`src/hdl/trigger_model_defines.svh`:
```
`ifndef TRIGGER_MODEL_DEFINES_SVH
`define TRIGGER_MODEL_DEFINES_SVH

// counts
`define COUNT_W          12
`define COUNT_MAX        12'h0_BB8
`define COUNT_ONE        12'h0_001
`define COUNT_ZERO       12'h0_000
// time base: 100 MHz core clock, 0.1 ms delay tick, 1 ms timer tick
`define CLK_HZ           100000000
`define DELAY_TICK_US    100
`define TIMER_TICK_US    1000
`define DELAY_W          24
`define DELAY_MAX        24'h98_967F
`define TIMER_W          27
`define TIMER_MAX        27'h5F5_E0FF
`define PRE_W            17
`define PRE_ZERO         17'h0_0000
`define PRE_ONE          17'h0_0001
// event source codes
`define SRC_W            3
`define SRC_IMM          3'h0
`define SRC_LINK         3'h1
`define SRC_TIMER        3'h2
`define SRC_MANUAL       3'h3
`define SRC_BUS          3'h4
`define SRC_SOT_LOW      3'h5
`define SRC_SOT_HIGH     3'h6
`define SRC_SOT_EITHER   3'h7

`endif

```
`src/hdl/trigger_model_pkg.sv`:
```
`include "trigger_model_defines.svh"

package trigger_model_pkg;

    typedef enum logic [2:0]
    {
        ST_IDLE      = 3'b000,
        ST_ARM_WAIT  = 3'b001,
        ST_TRIG_WAIT = 3'b010,
        ST_DELAY     = 3'b011,
        ST_ACTION    = 3'b100
    } seq_state_type;

    typedef struct packed
    {
        logic                  armInfinite;
        logic [`COUNT_W-1:0]   armCount;
        logic [`COUNT_W-1:0]   trigCount;
        logic [`SRC_W-1:0]     armSource;
        logic [`SRC_W-1:0]     trigSource;
        logic [`DELAY_W-1:0]   trigDelay;
        logic [`TIMER_W-1:0]   timerInterval;
    } seq_config_type;

    typedef struct packed
    {
        logic initiate;
        logic readQuery;
        logic measureQuery;
        logic abort;
        logic deviceClear;
        logic interfaceClear;
        logic presetReset;
        logic busTrigger;
        logic otherCommand;
        logic haltEvent;
        logic fetchQuery;
        logic limitResultQuery;
    } seq_cmd_type;

endpackage

```
`src/hdl/trigger_model_sequencer.sv`:
```
`timescale 1ns/1ps
`default_nettype none
`include "trigger_model_defines.svh"

// How it works
// - initiate leaves idle, runs arm/trigger layers
// - read or measure query also initiates
// - stall commands while running, except listed ones
// - after stray command, only clears still act
// - abort returns to idle immediately
// - inner loop runs fully per outer pass
// - counts 1 to 3000, default one
// - reject settings whose product exceeds 3000
// - infinite only on outer; queries refused
// - delay 0 to 999.9999 seconds
// - wait delay after each trigger event
// - eight selectable event sources on the outer layer
// - inner layer takes only immediate or link
// - link source waits for link pulse
// - timer fires at once, then each interval
// - manual source waits for front key
// - bus source waits for bus trigger
// - low start-of-test pulse is event
// - high start-of-test pulse is event
// - either polarity start-of-test is event
// - timer interval 1 ms to 99999.999 s
module trigger_model_sequencer
(
    input  wire logic                           core_clk,
    input  wire logic                           resetn,
    input  wire trigger_model_pkg::seq_config_type cfgIn,
    input  wire logic                           cfgLoad,
    input  wire trigger_model_pkg::seq_cmd_type cmdIn,
    input  wire logic                           link_trigger_pulse,
    input  wire logic                           front_panel_trigger_key,
    input  wire logic                           start_of_test_pulse,
    output logic                                cfgReject,
    output logic                                cmdStall,
    output logic                                cmdAccept,
    output logic                                queryRefused,
    output logic                                running,
    output logic                                actionStrobe,
    output logic [`COUNT_W-1:0]                 armPassCount,
    output logic [`COUNT_W-1:0]                 trigPassCount
);

    localparam int DELAY_TICK_CYC = `CLK_HZ / 1000000 * `DELAY_TICK_US;
    localparam int TIMER_TICK_CYC = `CLK_HZ / 1000000 * `TIMER_TICK_US;

    // ------------------------------------------------------------
    // input synchronisers
    // ------------------------------------------------------------
    logic [2:0] sotSync_q;
    logic [2:0] linkSync_q;
    logic [2:0] keySync_q;
    logic       sotLevel_q;
    logic       linkLevel_q;
    logic       keyLevel_q;

    always_ff @(posedge core_clk or negedge resetn)
    begin
        if (!resetn)
        begin
            sotSync_q   <= 3'h7;
            linkSync_q  <= 3'h0;
            keySync_q   <= 3'h0;
            sotLevel_q  <= 1'b1;
            linkLevel_q <= 1'b0;
            keyLevel_q  <= 1'b0;
        end
        else
        begin
            sotSync_q  <= {sotSync_q[1:0], start_of_test_pulse};
            linkSync_q <= {linkSync_q[1:0], link_trigger_pulse};
            keySync_q  <= {keySync_q[1:0], front_panel_trigger_key};
            if (sotSync_q[1] == sotSync_q[2])
                sotLevel_q <= sotSync_q[2];
            if (linkSync_q[1] == linkSync_q[2])
                linkLevel_q <= linkSync_q[2];
            if (keySync_q[1] == keySync_q[2])
                keyLevel_q <= keySync_q[2];
        end
    end

    wire sotAgree  = sotSync_q[1] == sotSync_q[2];
    wire linkAgree = linkSync_q[1] == linkSync_q[2];
    wire keyAgree  = keySync_q[1] == keySync_q[2];
    wire sotFall   = sotAgree && sotLevel_q && !sotSync_q[2];
    wire sotRise   = sotAgree && !sotLevel_q && sotSync_q[2];
    wire linkRise  = linkAgree && !linkLevel_q && linkSync_q[2];
    wire keyRise   = keyAgree && !keyLevel_q && keySync_q[2];

    // ------------------------------------------------------------
    // configuration
    // ------------------------------------------------------------
    trigger_model_pkg::seq_config_type cfg_q;
    trigger_model_pkg::seq_state_type  state_q;
    trigger_model_pkg::seq_state_type  state_d;

    wire [23:0] countProduct = cfgIn.armCount * cfgIn.trigCount;
    wire countLowBad  = cfgIn.trigCount == `COUNT_ZERO
                        || (!cfgIn.armInfinite && cfgIn.armCount == `COUNT_ZERO);
    wire countHighBad = cfgIn.trigCount > `COUNT_MAX
                        || (!cfgIn.armInfinite && countProduct > {12'h000, `COUNT_MAX});
    wire srcBad       = cfgIn.trigSource != `SRC_IMM && cfgIn.trigSource != `SRC_LINK;
    wire rangeBad     = cfgIn.trigDelay > `DELAY_MAX
                        || cfgIn.timerInterval > `TIMER_MAX
                        || cfgIn.timerInterval == {`TIMER_W{1'b0}};
    wire idle         = state_q == trigger_model_pkg::ST_IDLE;
    wire cfgBad       = countLowBad || countHighBad || srcBad || rangeBad;
    wire cfgTake      = cfgLoad && idle && !cfgBad;

    always_ff @(posedge core_clk or negedge resetn)
    begin
        if (!resetn)
        begin
            cfg_q <= '{armInfinite: 1'b0, armCount: `COUNT_ONE, trigCount: `COUNT_ONE,
                       armSource: `SRC_IMM, trigSource: `SRC_IMM,
                       trigDelay: '0, timerInterval: 27'h000_0001};
        end
        else if (cfgTake)
            cfg_q <= cfgIn;
    end

    // ------------------------------------------------------------
    // command gating
    // ------------------------------------------------------------
    logic strayCmd_q;
    wire clearCmd   = cmdIn.deviceClear || cmdIn.interfaceClear;
    wire stopCmd    = cmdIn.abort || cmdIn.presetReset || cmdIn.haltEvent;
    wire abortNow   = clearCmd || (!strayCmd_q && stopCmd);
    wire busSource  = cfg_q.armSource == `SRC_BUS;
    wire busTrigOk  = !strayCmd_q && busSource && cmdIn.busTrigger;
    wire queryInit  = (cmdIn.readQuery || cmdIn.measureQuery) && !cfg_q.armInfinite;
    wire startReq   = idle && (cmdIn.initiate || queryInit);
    wire strayNow   = !idle && (cmdIn.otherCommand || cmdIn.initiate
                                || cmdIn.readQuery || cmdIn.measureQuery
                                || cmdIn.fetchQuery || cmdIn.limitResultQuery
                                || (cmdIn.busTrigger && !busTrigOk));

    assign cmdStall     = strayNow;
    assign cmdAccept    = startReq || abortNow || busTrigOk || (idle && cmdIn.otherCommand);
    assign queryRefused = cfg_q.armInfinite && (cmdIn.readQuery || cmdIn.measureQuery
                          || cmdIn.fetchQuery || cmdIn.limitResultQuery);
    assign running      = !idle;

    always_ff @(posedge core_clk or negedge resetn)
    begin
        if (!resetn)
            strayCmd_q <= 1'b0;
        else if (idle || abortNow)
            strayCmd_q <= 1'b0;
        else if (strayNow)
            strayCmd_q <= 1'b1;
    end

    // ------------------------------------------------------------
    // interval timer and delay
    // ------------------------------------------------------------
    logic [`PRE_W-1:0]   timerPre_q;
    logic [`TIMER_W-1:0] timerCnt_q;
    logic                timerFired_q;
    logic [`PRE_W-1:0]   delayPre_q;
    logic [`DELAY_W-1:0] delayCnt_q;

    wire timerTick = timerPre_q == `PRE_W'(TIMER_TICK_CYC - 1);
    wire timerWrap = timerTick && timerCnt_q == cfg_q.timerInterval - `TIMER_W'(1);
    wire delayTick = delayPre_q == `PRE_W'(DELAY_TICK_CYC - 1);
    wire delayDone = delayCnt_q == cfg_q.trigDelay;

    always_ff @(posedge core_clk or negedge resetn)
    begin
        if (!resetn)
        begin
            timerPre_q   <= `PRE_ZERO;
            timerCnt_q   <= '0;
            timerFired_q <= 1'b0;
        end
        else if (idle || abortNow)
        begin
            timerPre_q   <= `PRE_ZERO;
            timerCnt_q   <= '0;
            timerFired_q <= 1'b1;
        end
        else
        begin
            timerPre_q <= timerTick ? `PRE_ZERO : timerPre_q + `PRE_ONE;
            if (timerWrap)
                timerCnt_q <= '0;
            else if (timerTick)
                timerCnt_q <= timerCnt_q + `TIMER_W'(1);
            if (timerWrap)
                timerFired_q <= 1'b1;
            else if (state_q == trigger_model_pkg::ST_ARM_WAIT
                     && cfg_q.armSource == `SRC_TIMER)
                timerFired_q <= 1'b0;
        end
    end

    always_ff @(posedge core_clk or negedge resetn)
    begin
        if (!resetn)
        begin
            delayPre_q <= `PRE_ZERO;
            delayCnt_q <= '0;
        end
        else if (state_q != trigger_model_pkg::ST_DELAY || abortNow)
        begin
            delayPre_q <= `PRE_ZERO;
            delayCnt_q <= '0;
        end
        else
        begin
            delayPre_q <= delayTick ? `PRE_ZERO : delayPre_q + `PRE_ONE;
            if (delayTick)
                delayCnt_q <= delayCnt_q + `DELAY_W'(1);
        end
    end

    // ------------------------------------------------------------
    // event source selection
    // ------------------------------------------------------------
    // every event travels as an argument so the callers see each change
    wire [7:0] srcHits = {sotFall || sotRise, sotRise, sotFall, busTrigOk,
                          keyRise, timerFired_q, linkRise, 1'b1};

    function automatic logic srcEvent(input logic [`SRC_W-1:0] src, input logic [7:0] hits);
        unique case (src)
            `SRC_IMM:        srcEvent = hits[`SRC_IMM];
            `SRC_LINK:       srcEvent = hits[`SRC_LINK];
            `SRC_TIMER:      srcEvent = hits[`SRC_TIMER];
            `SRC_MANUAL:     srcEvent = hits[`SRC_MANUAL];
            `SRC_BUS:        srcEvent = hits[`SRC_BUS];
            `SRC_SOT_LOW:    srcEvent = hits[`SRC_SOT_LOW];
            `SRC_SOT_HIGH:   srcEvent = hits[`SRC_SOT_HIGH];
            `SRC_SOT_EITHER: srcEvent = hits[`SRC_SOT_EITHER];
        endcase
    endfunction

    wire armEvent  = srcEvent(cfg_q.armSource, srcHits);
    wire trigEvent = srcEvent(cfg_q.trigSource, srcHits);

    // ------------------------------------------------------------
    // layer sequencing
    // ------------------------------------------------------------
    wire lastTrig = trigPassCount == cfg_q.trigCount - `COUNT_ONE;
    wire lastArm  = !cfg_q.armInfinite && armPassCount == cfg_q.armCount - `COUNT_ONE;

    always_comb
    begin
        state_d = state_q;
        unique case (state_q)
            trigger_model_pkg::ST_IDLE:
                if (startReq)
                    state_d = trigger_model_pkg::ST_ARM_WAIT;
            trigger_model_pkg::ST_ARM_WAIT:
                if (armEvent)
                    state_d = trigger_model_pkg::ST_TRIG_WAIT;
            trigger_model_pkg::ST_TRIG_WAIT:
                if (trigEvent)
                    state_d = trigger_model_pkg::ST_DELAY;
            trigger_model_pkg::ST_DELAY:
                if (delayDone)
                    state_d = trigger_model_pkg::ST_ACTION;
            trigger_model_pkg::ST_ACTION:
                if (!lastTrig)
                    state_d = trigger_model_pkg::ST_TRIG_WAIT;
                else if (!lastArm)
                    state_d = trigger_model_pkg::ST_ARM_WAIT;
                else
                    state_d = trigger_model_pkg::ST_IDLE;
            default:
                state_d = trigger_model_pkg::ST_IDLE;
        endcase
        if (abortNow)
            state_d = trigger_model_pkg::ST_IDLE;
    end

    always_ff @(posedge core_clk or negedge resetn)
    begin
        if (!resetn)
        begin
            state_q       <= trigger_model_pkg::ST_IDLE;
            armPassCount  <= `COUNT_ZERO;
            trigPassCount <= `COUNT_ZERO;
            actionStrobe  <= 1'b0;
            cfgReject     <= 1'b0;
        end
        else
        begin
            state_q      <= state_d;
            actionStrobe <= state_q == trigger_model_pkg::ST_ACTION && !abortNow;
            cfgReject    <= cfgLoad && (cfgBad || !idle);
            if (idle || abortNow)
            begin
                armPassCount  <= `COUNT_ZERO;
                trigPassCount <= `COUNT_ZERO;
            end
            else if (state_q == trigger_model_pkg::ST_ACTION)
            begin
                trigPassCount <= lastTrig ? `COUNT_ZERO : trigPassCount + `COUNT_ONE;
                if (lastTrig && !cfg_q.armInfinite)
                    armPassCount <= armPassCount + `COUNT_ONE;
            end
        end
    end

endmodule

`default_nettype wire

```
`config.mk`:
```
export PLATFORM = sky130hd
export DESIGN_NAME = trigger_model_sequencer
export DESIGN_NICKNAME = d
export VERILOG_FILES = /design/src/hdl/trigger_model_pkg.sv /design/src/hdl/trigger_model_sequencer.sv
export VERILOG_INCLUDE_DIRS = /design/src /design/src/hdl
export SDC_FILE = /design/constraint.sdc
export NUM_CORES = 1
export LEC_CHECK = 0
export BUFFER_PORTS_ARGS = -buffer_cell sky130_fd_sc_hd__buf_2
export CAP_MARGIN = 30
export CORE_ASPECT_RATIO = 0.5
export CORE_UTILIZATION = 35
export CTS_CLUSTER_SIZE = 10
export DETAILED_ROUTE_END_ITERATION = 10
export PLACE_DENSITY = 0.57
export SLEW_MARGIN = 20
export SYNTH_ARGS = -nofsm -noshare
export SYNTH_HDL_FRONTEND = slang
export SYNTH_SLANG_ARGS = --single-unit
```
`constraint.sdc`:
```
create_clock -name core_clk -period 4.8 [get_ports core_clk]
set_input_delay 0.48 -clock core_clk [delete_from_list [all_inputs] [get_ports core_clk]]
set_output_delay 0.48 -clock core_clk [all_outputs]
set_load 0.01 [all_outputs]
```
==> results of run 1 <==
## cell usage in the layout, fill, tap and decap left out, types with 14 or more instances in the layout
cell type and n:
a211o_1 83, a21oi_1 47, a221o_1 80, and2_1 54, and3_1 116, buf_12 14, buf_2 113, buf_4 143
buf_6 20, clkbuf_1 16, clkbuf_16 32, dfrtp_1 203, fa_1 95, ha_1 64, inv_1 156, nand2_1 245
nand2b_1 14, nand3_1 54, nand4_1 38, nor2_1 131, nor2_2 23, nor2b_1 74, nor3_1 38, nor4_1 36
nor4_2 47, nor4_4 28, o21a_1 15, o21ai_0 39, or3_1 20, or4_1 15, xnor2_1 70, xor2_1 92
## per-stage QoR
stage	setup TNS [ns]	util	cell area [µm²]	hold slack (ns)	setup slack [ns]
final	-74.70	0.448	24400	0.0185	-0.939
after global routing	-86.17	0.448	24400	0.0200	-1.09
after CTS	-71.02	0.434	23600	0.0220	-0.919
after detailed placement	-143.10	0.401	21900	0.335	-1.77
after global placement	-143.44	0.401	21900	0.333	-1.76
after floorplan	-103.04	-	20000	0.184	-1.33
## sequential cells by signal, indices dropped and copies added (netlist names), 3 cells and up
register / cells
cfg_q: 82
timerCnt_q: 27
delayCnt_q: 24
delayPre_q: 17
timerPre_q: 17
armPassCount: 12
trigPassCount: 12
keySync_q: 3
linkSync_q: 3
sotSync_q: 3
state_q: 3
## metal layers
layer,GRT usage,up-vias,share of wire
met5,0,-,0
met4,0.0662,0,0.029
met3,0.0157,92,0.038
met2,0.356,413,0.49
met1,0.272,8891,0.44
li1,-,8551,-
## cell families (layout without fill, tap and decap cells)
kind of cell / Yosys count / after routing
AO/OA/AOI/OAI: 403 / 403
XOR/XNOR: 164 / 164
adder cells (fa/ha/maj): 174 / 174
buffers and inverters: 331 / 527
flip-flops: 210 / 210
multiplexers: 8 / 8
other: 0 / 4
AND/OR/NAND/NOR: 1011 / 1011
## final cells by class
class | count | area, µm² | area share
inverter | 165 | 619 | 0.0254
clock inverter | 3 | 65.1 | 0.00267
sequential | 210 | 5260 | 0.216
antenna | 4 | 10.0 | 0.000410
clock buffer | 45 | 763 | 0.0313
timing repair buffer | 314 | 2700 | 0.111
multi-input combinational | 1760 | 14100 | 0.576
tap | 744 | 931 | 0.0381
## critical path, delay by kind of cell
kind                       cells  cell delay (ns)
adders and majority gates      6             2.81
and+or+nand+nor                6             1.72
AOI/OAI and AO/OA              3             0.65
buffers and inverters          6             0.49
## synthesized netlist by cell type (10+ instances only)
master,number
nor2b_1,74
buf_2,15
or2_2,10
xor2_1,93
xnor2_1,70
clkbuf_1,148
and3_1,116
nand3_1,55
a211o_1,83
inv_1,165
nor2_2,20
a21oi_1,55
a21o_1,10
and2_1,64
or4_1,18
fa_1,100
nor4_1,109
a221o_1,80
o2111ai_1,10
nand2b_1,14
nand2_1,253
o21a_1,15
nand4_1,38
or3_1,20
o31ai_1,10
ha_1,71
a31oi_1,10
o21ai_0,48
nor2_1,134
nor3_1,40
dfrtp_1,203
## path summary, 6_finish.rpt
| path | start | cells past startpoint | end |
|---|---|---|---|
| max in group asynchronous | resetn | 2 | cfg_q[29] |
| worst min-delay path | resetn | 1 | armPassCount[11] |
| worst max-delay path | cfgIn[63] | 21 | cfg_q[80] |
| min in group core_clk | start_of_test_pulse | 1 | sotSync_q[0] |
| worst min register to register | linkSync_q[0] | 0 | linkSync_q[1] |
| worst max register to register | cfg_q[0] | 11 | timerCnt_q[2] |
## power groups by stage
stage / sequential (mW) / clock (mW) / combinational (mW)
floorplan: 1.91 / 0 / 5.47
global placement: 1.96 / 0 / 8.69
detailed placement: 1.96 / 0 / 8.69
CTS: 1.93 / 2.01 / 12.0
global route: 1.95 / 2.08 / 15.0
finish: 1.93 / 1.97 / 14.2
## timing repair
action,in CTS,in global routing
setup buffers,21,5
gates resized for setup,112,104
setup endpoints to repair,83,83
gates cloned,8,5
pin swaps,40,53
==> flow_summary.toml, run 1 <==
[status]
status = "finished with violations"
failed_checks = "negative setup slack"

[global_route]
grt_max_degree = 107
grt_util_all_layers = 0.205
grt_pass1_wl_um = 95700
grt_pass1_vias = 17800
antenna_found_initial = 4
overflow = 0

[setup_path]
crit_chain = "buf_12 -> and2_4 -> fa_1 -> inv_2 -> fa_1 -> inv_2 -> fa_2 -> fa_1 -> inv_2 -> fa_1 -> inv_2 -> ha_4 -> nand2_2 -> or4_4 -> and2_4 -> o211ai_1 -> o2111ai_2 -> or4_4 -> or2_4 -> buf_12 -> a211o_1"
endpoint_kind = "flip-flop"
reg2reg_slack_ns = 0.96
cp_max_fo = 27
crit_arrival_ns = 6.17
startpoint_type = "input port"
cp_slowest_cell = "or4_4"
path_class = "in -> reg"
crit_required_ns = 5.23
slowest_delay_ns = 0.55

[power_and_ir_drop]
power_leakage_nw = 10.0
internal_power_mw = 9.05
seqPwrFrac = 0.107
p_switching_mw = 9.01
power_mw = 18.1
swShare = 0.499
irDropWorstVdd_mv = 1.80
pwr-share-comb = 0.784
power_density_mw_per_mm2 = 740
clockPowerShare = 0.109

[logic_synthesis]
ys.flop_type = "dfrtp_1"
synth_area_leader_cell = "dfrtp_1"
synth_top_area_frac = 0.260
yosys.area_share.simple = 0.275
yosys_warnings = 0
ys_seq_area_frac = 0.269
synthMuxAreaShare = 0.00416
syn_nets = 2572
netlist_top_cells_area = "dfrtp_1, fa_1, nand2_1"
synth_cells = 2301
ys_types = 86
syn_area_mm2 = 0.0196
synth_area_per_cell_um2 = 8.51
synth_edf_count = 0
yosys_register_bits = 210
synth_top_family_by_area = "simple AND/OR/NAND/NOR gates"
synth-adder-area-share = 0.149
synth_xor_area_frac = 0.0741
synth_compound_area_frac = 0.163
async_reset_ff_frac = 1.00

[min_path]
min_path_type = "in -> async"

[finish]
syn2layout_area_growth_pct = 24.7
final_cells = 3245
layout-drive-gt1-share = 0.217
nNetsFinal = 2748
nFillCells = 5295

[sta]
hold_viol_final = 0
setup_viol = 83
maxSlewViolCount = 0
period_needed_ns = 5.74
slew_headroom = 0.385
post-route-period-util = 1.20
max_freq_mhz = 174
fin_skew_ns = 0.00870
worstMarginPinSlew_ns = 0.914
finalWorstSetupSlack_ns = -0.939
rsz0062_at_grt = "yes"

[floorplan]
num_rows = 60
start_util = 0.359
core_mm2 = 0.0545
die_area_mm2 = 0.0569
die_h_um = 169
pin_count = 130
die_width_um = 336

[clocking]
clkTransAtPathRegs_ns = 0.06
clockBufferDepth = 3
root_buffer = "clkbuf_16"
cts.sinks = 210
clkLatencyLatePin_ns = 0.54
hold_buffers = 0
htree_levels = 1
cts_made_buffers = 26
cts_tree = "done"

[drt]
vias_per_cell = 5.53
first_pass_iters = 5
wl_per_cell_um = 18.4
routed_wl_um = 59800
drt_iter0_markers = 1274
antenna_left = 0
via_count = 17900
drcViolationCount = 0

[placement]
dp_hpwl_um = 40800
io_buffers = 129
globalplace.congestion = 0.875
dp.cells = 3153

[run]
drv_cap = 0
Note: power is estimated with default switching activity, not from simulation.
==> run 2, diff against run 1 <==
--- a/config.mk
+++ b/config.mk
@@ -13,6 +13,7 @@
 export CTS_CLUSTER_SIZE = 10
 export DETAILED_ROUTE_END_ITERATION = 10
 export PLACE_DENSITY = 0.57
+export REMOVE_ABC_BUFFERS = 1
 export SLEW_MARGIN = 20
 export SYNTH_ARGS = -nofsm -noshare
 export SYNTH_HDL_FRONTEND = slang
==> run 2 against run 1 <==
Against the previous run: the run still ends with negative setup slack left; critical path depth up 2; largest power group unchanged; clock skew grew 0.0061 ns; largest cell class unchanged; die area is the same.
==> flow_summary.toml, run 2 (synthesis results as in run 1) <==
[placement]
dp.cells = 3153
io_buffers = 129
dp_hpwl_um = 40200
globalplace.congestion = 0.841

[finish]
syn2layout_area_growth_pct = 26.3
multiInputGateArea_mm2 = 0.0140
layout-drive-gt1-share = 0.226
final_cells = 3268
final_util = 0.453
nNetsFinal = 2774
regMostFlops = "cfg_q"
top_regs = "cfg_q (82), timerCnt_q (27), delayCnt_q (24)"
most-common-layout-cells = "nand2_1, dfrtp_1, inv_1"
final_common_cell = "nand2_1"
nFillCells = 5270
largest_reg_flops = 82
final-seq-area_mm2 = 0.00526

[power_and_ir_drop]
power_density_mw_per_mm2 = 740
seqPwrFrac = 0.106
clockPowerShare = 0.102
pwr-share-comb = 0.793
power_leakage_nw = 10.2
p_switching_mw = 9.21
swShare = 0.503
internal_power_mw = 9.09
power_mw = 18.3
irDropWorstVdd_mv = 1.08

[floorplan]
core_mm2 = 0.0545
die_h_um = 169
start_util = 0.359
num_rows = 60
die_area_mm2 = 0.0569
pin_count = 130
die_width_um = 336

[clocking]
cts_tree = "done"
htree_levels = 1
clkTransAtPathRegs_ns = 0.06
root_buffer = "clkbuf_16"
cts_made_buffers = 26
cts.sinks = 210
clkLatencyLatePin_ns = 0.56
clockBufferDepth = 3

[sta]
finalWorstSetupSlack_ns = -1.11
setup_viol = 83
rsz0062_at_grt = "yes"
fin_skew_ns = 0.0148
slew_headroom = 0.345
post-route-period-util = 1.23
hold_viol_final = 0
maxSlewViolCount = 0
holdWs_ns = 0.0264
max_freq_mhz = 169
worstMarginPinSlew_ns = 0.979
period_needed_ns = 5.91

[drt]
vias_per_cell = 5.60
drt_iter0_markers = 1633
antenna_left = 0
first_pass_iters = 5
routed_wl_um = 60400
drcViolationCount = 0
wl_per_cell_um = 18.5
via_count = 18300

[min_path]
min_path_type = "in -> reg"
hold_depth = 1
min_from = "start_of_test_pulse"
whs_endpoint = "sotSync_q[0]"

[run]
drv_cap = 0

[global_route]
grt_pass1_wl_um = 95900
grt_util_all_layers = 0.205
grt_pass1_vias = 17700
overflow = 0
antenna_found_initial = 2
grt_max_degree = 96

[setup_path]
crit_start = "cfgIn[72]"
startpoint_type = "input port"
crit_required_ns = 5.29
crit_arrival_ns = 6.40
path_class = "in -> reg"
endpoint_kind = "flip-flop"
r2r-start = "cfg_q[8]"
reg2reg_slack_ns = 0.83
ff2ff_path_depth = 9
cp_max_fo = 8
r2r_end = "timerCnt_q[3]"

[status]
status = "finished with violations"
failed_checks = "negative setup slack"
==> run 2: worst max path at each step <==
stage | to | slack (ns) | depth (start not counted)
6_report | cfg_q[61] | -1.11 | 23
5_1_grt | cfg_q[61] | -1.21 | 24
4_1_cts | cfg_q[80] | -0.99 | 21
3_5_place_dp | cfg_q[50] | -2.14 | 21
3_3_place_gp | cfg_q[50] | -2.03 | 21
2_1_floorplan | cfg_q[0] | -6.09 | 16
==> run 2: power by group through the flow <==
| stage | combinational [mW] | clock, mW | sequential, mW |
|---|---|---|---|
| after floorplan | 3.13 | 0 | 1.87 |
| after global placement | 7.95 | 0 | 1.96 |
| after detailed placement | 7.95 | 0 | 1.96 |
| after CTS | 12.3 | 1.90 | 1.93 |
| after global routing | 15.3 | 1.96 | 1.94 |
| final | 14.5 | 1.86 | 1.93 |
==> run 2: cell type report <==
type                       count  share of cell area
antenna                        2            0.000203
clock buffer                  43              0.0301
clock inverter                 4             0.00137
inverter                     165              0.0251
multi-input combinational   1760               0.568
sequential                   210               0.213
tap                          744              0.0377
timing repair buffer         340               0.124
==> run 2: worst max-delay path, stage by stage <==
cell,delay (ns)
buf_12,0.11
and2_4,0.15
fa_1,0.52
inv_1,0.05
fa_1,0.47
inv_1,0.05
fa_1,0.48
fa_1,0.56
inv_2,0.04
fa_1,0.49
inv_2,0.05
ha_4,0.28
nand2_4,0.05
or4_4,0.56
and2_4,0.18
o211ai_1,0.19
o2111ai_1,0.17
or4_4,0.57
buf_12,0.19
buf_2,0.17
buf_4,0.15
nor4_4,0.28
a211o_1,0.13
==> run 2: metal layers <==
| layer | wire length (µm) | GRT usage | vias to the layer above | share of wire |
|---|---|---|---|---|
| met5 | 0 | 0 | - | 0 |
| met4 | 1480 | 0.0543 | 0 | 0.025 |
| met3 | 2570 | 0.0168 | 99 | 0.043 |
| met2 | 29100 | 0.351 | 441 | 0.48 |
| met1 | 27200 | 0.279 | 9142 | 0.45 |
| li1 | - | - | 8603 | - |
==> run 2: through the flow <==
step | TNS, ns | instance area (µm²) | setup slack (ns)
4_1_cts | -78.66 | 23900 | -0.987
3_5_place_dp | -171.51 | 21700 | -2.14
6_report | -87.64 | 24700 | -1.11
2_1_floorplan | -500.56 | 18900 | -6.09
3_3_place_gp | -164.14 | 21700 | -2.03
5_1_grt | -96.91 | 24700 | -1.21
==> run 2: timing repair <==
action	CTS	global route
pin swaps	59	132
hold buffers	1	0
setup endpoints to repair	83	83
buffers inserted	32	14
gates resized for setup	178	106
gates cloned	12	9
endpoints found under the hold margin	16	0
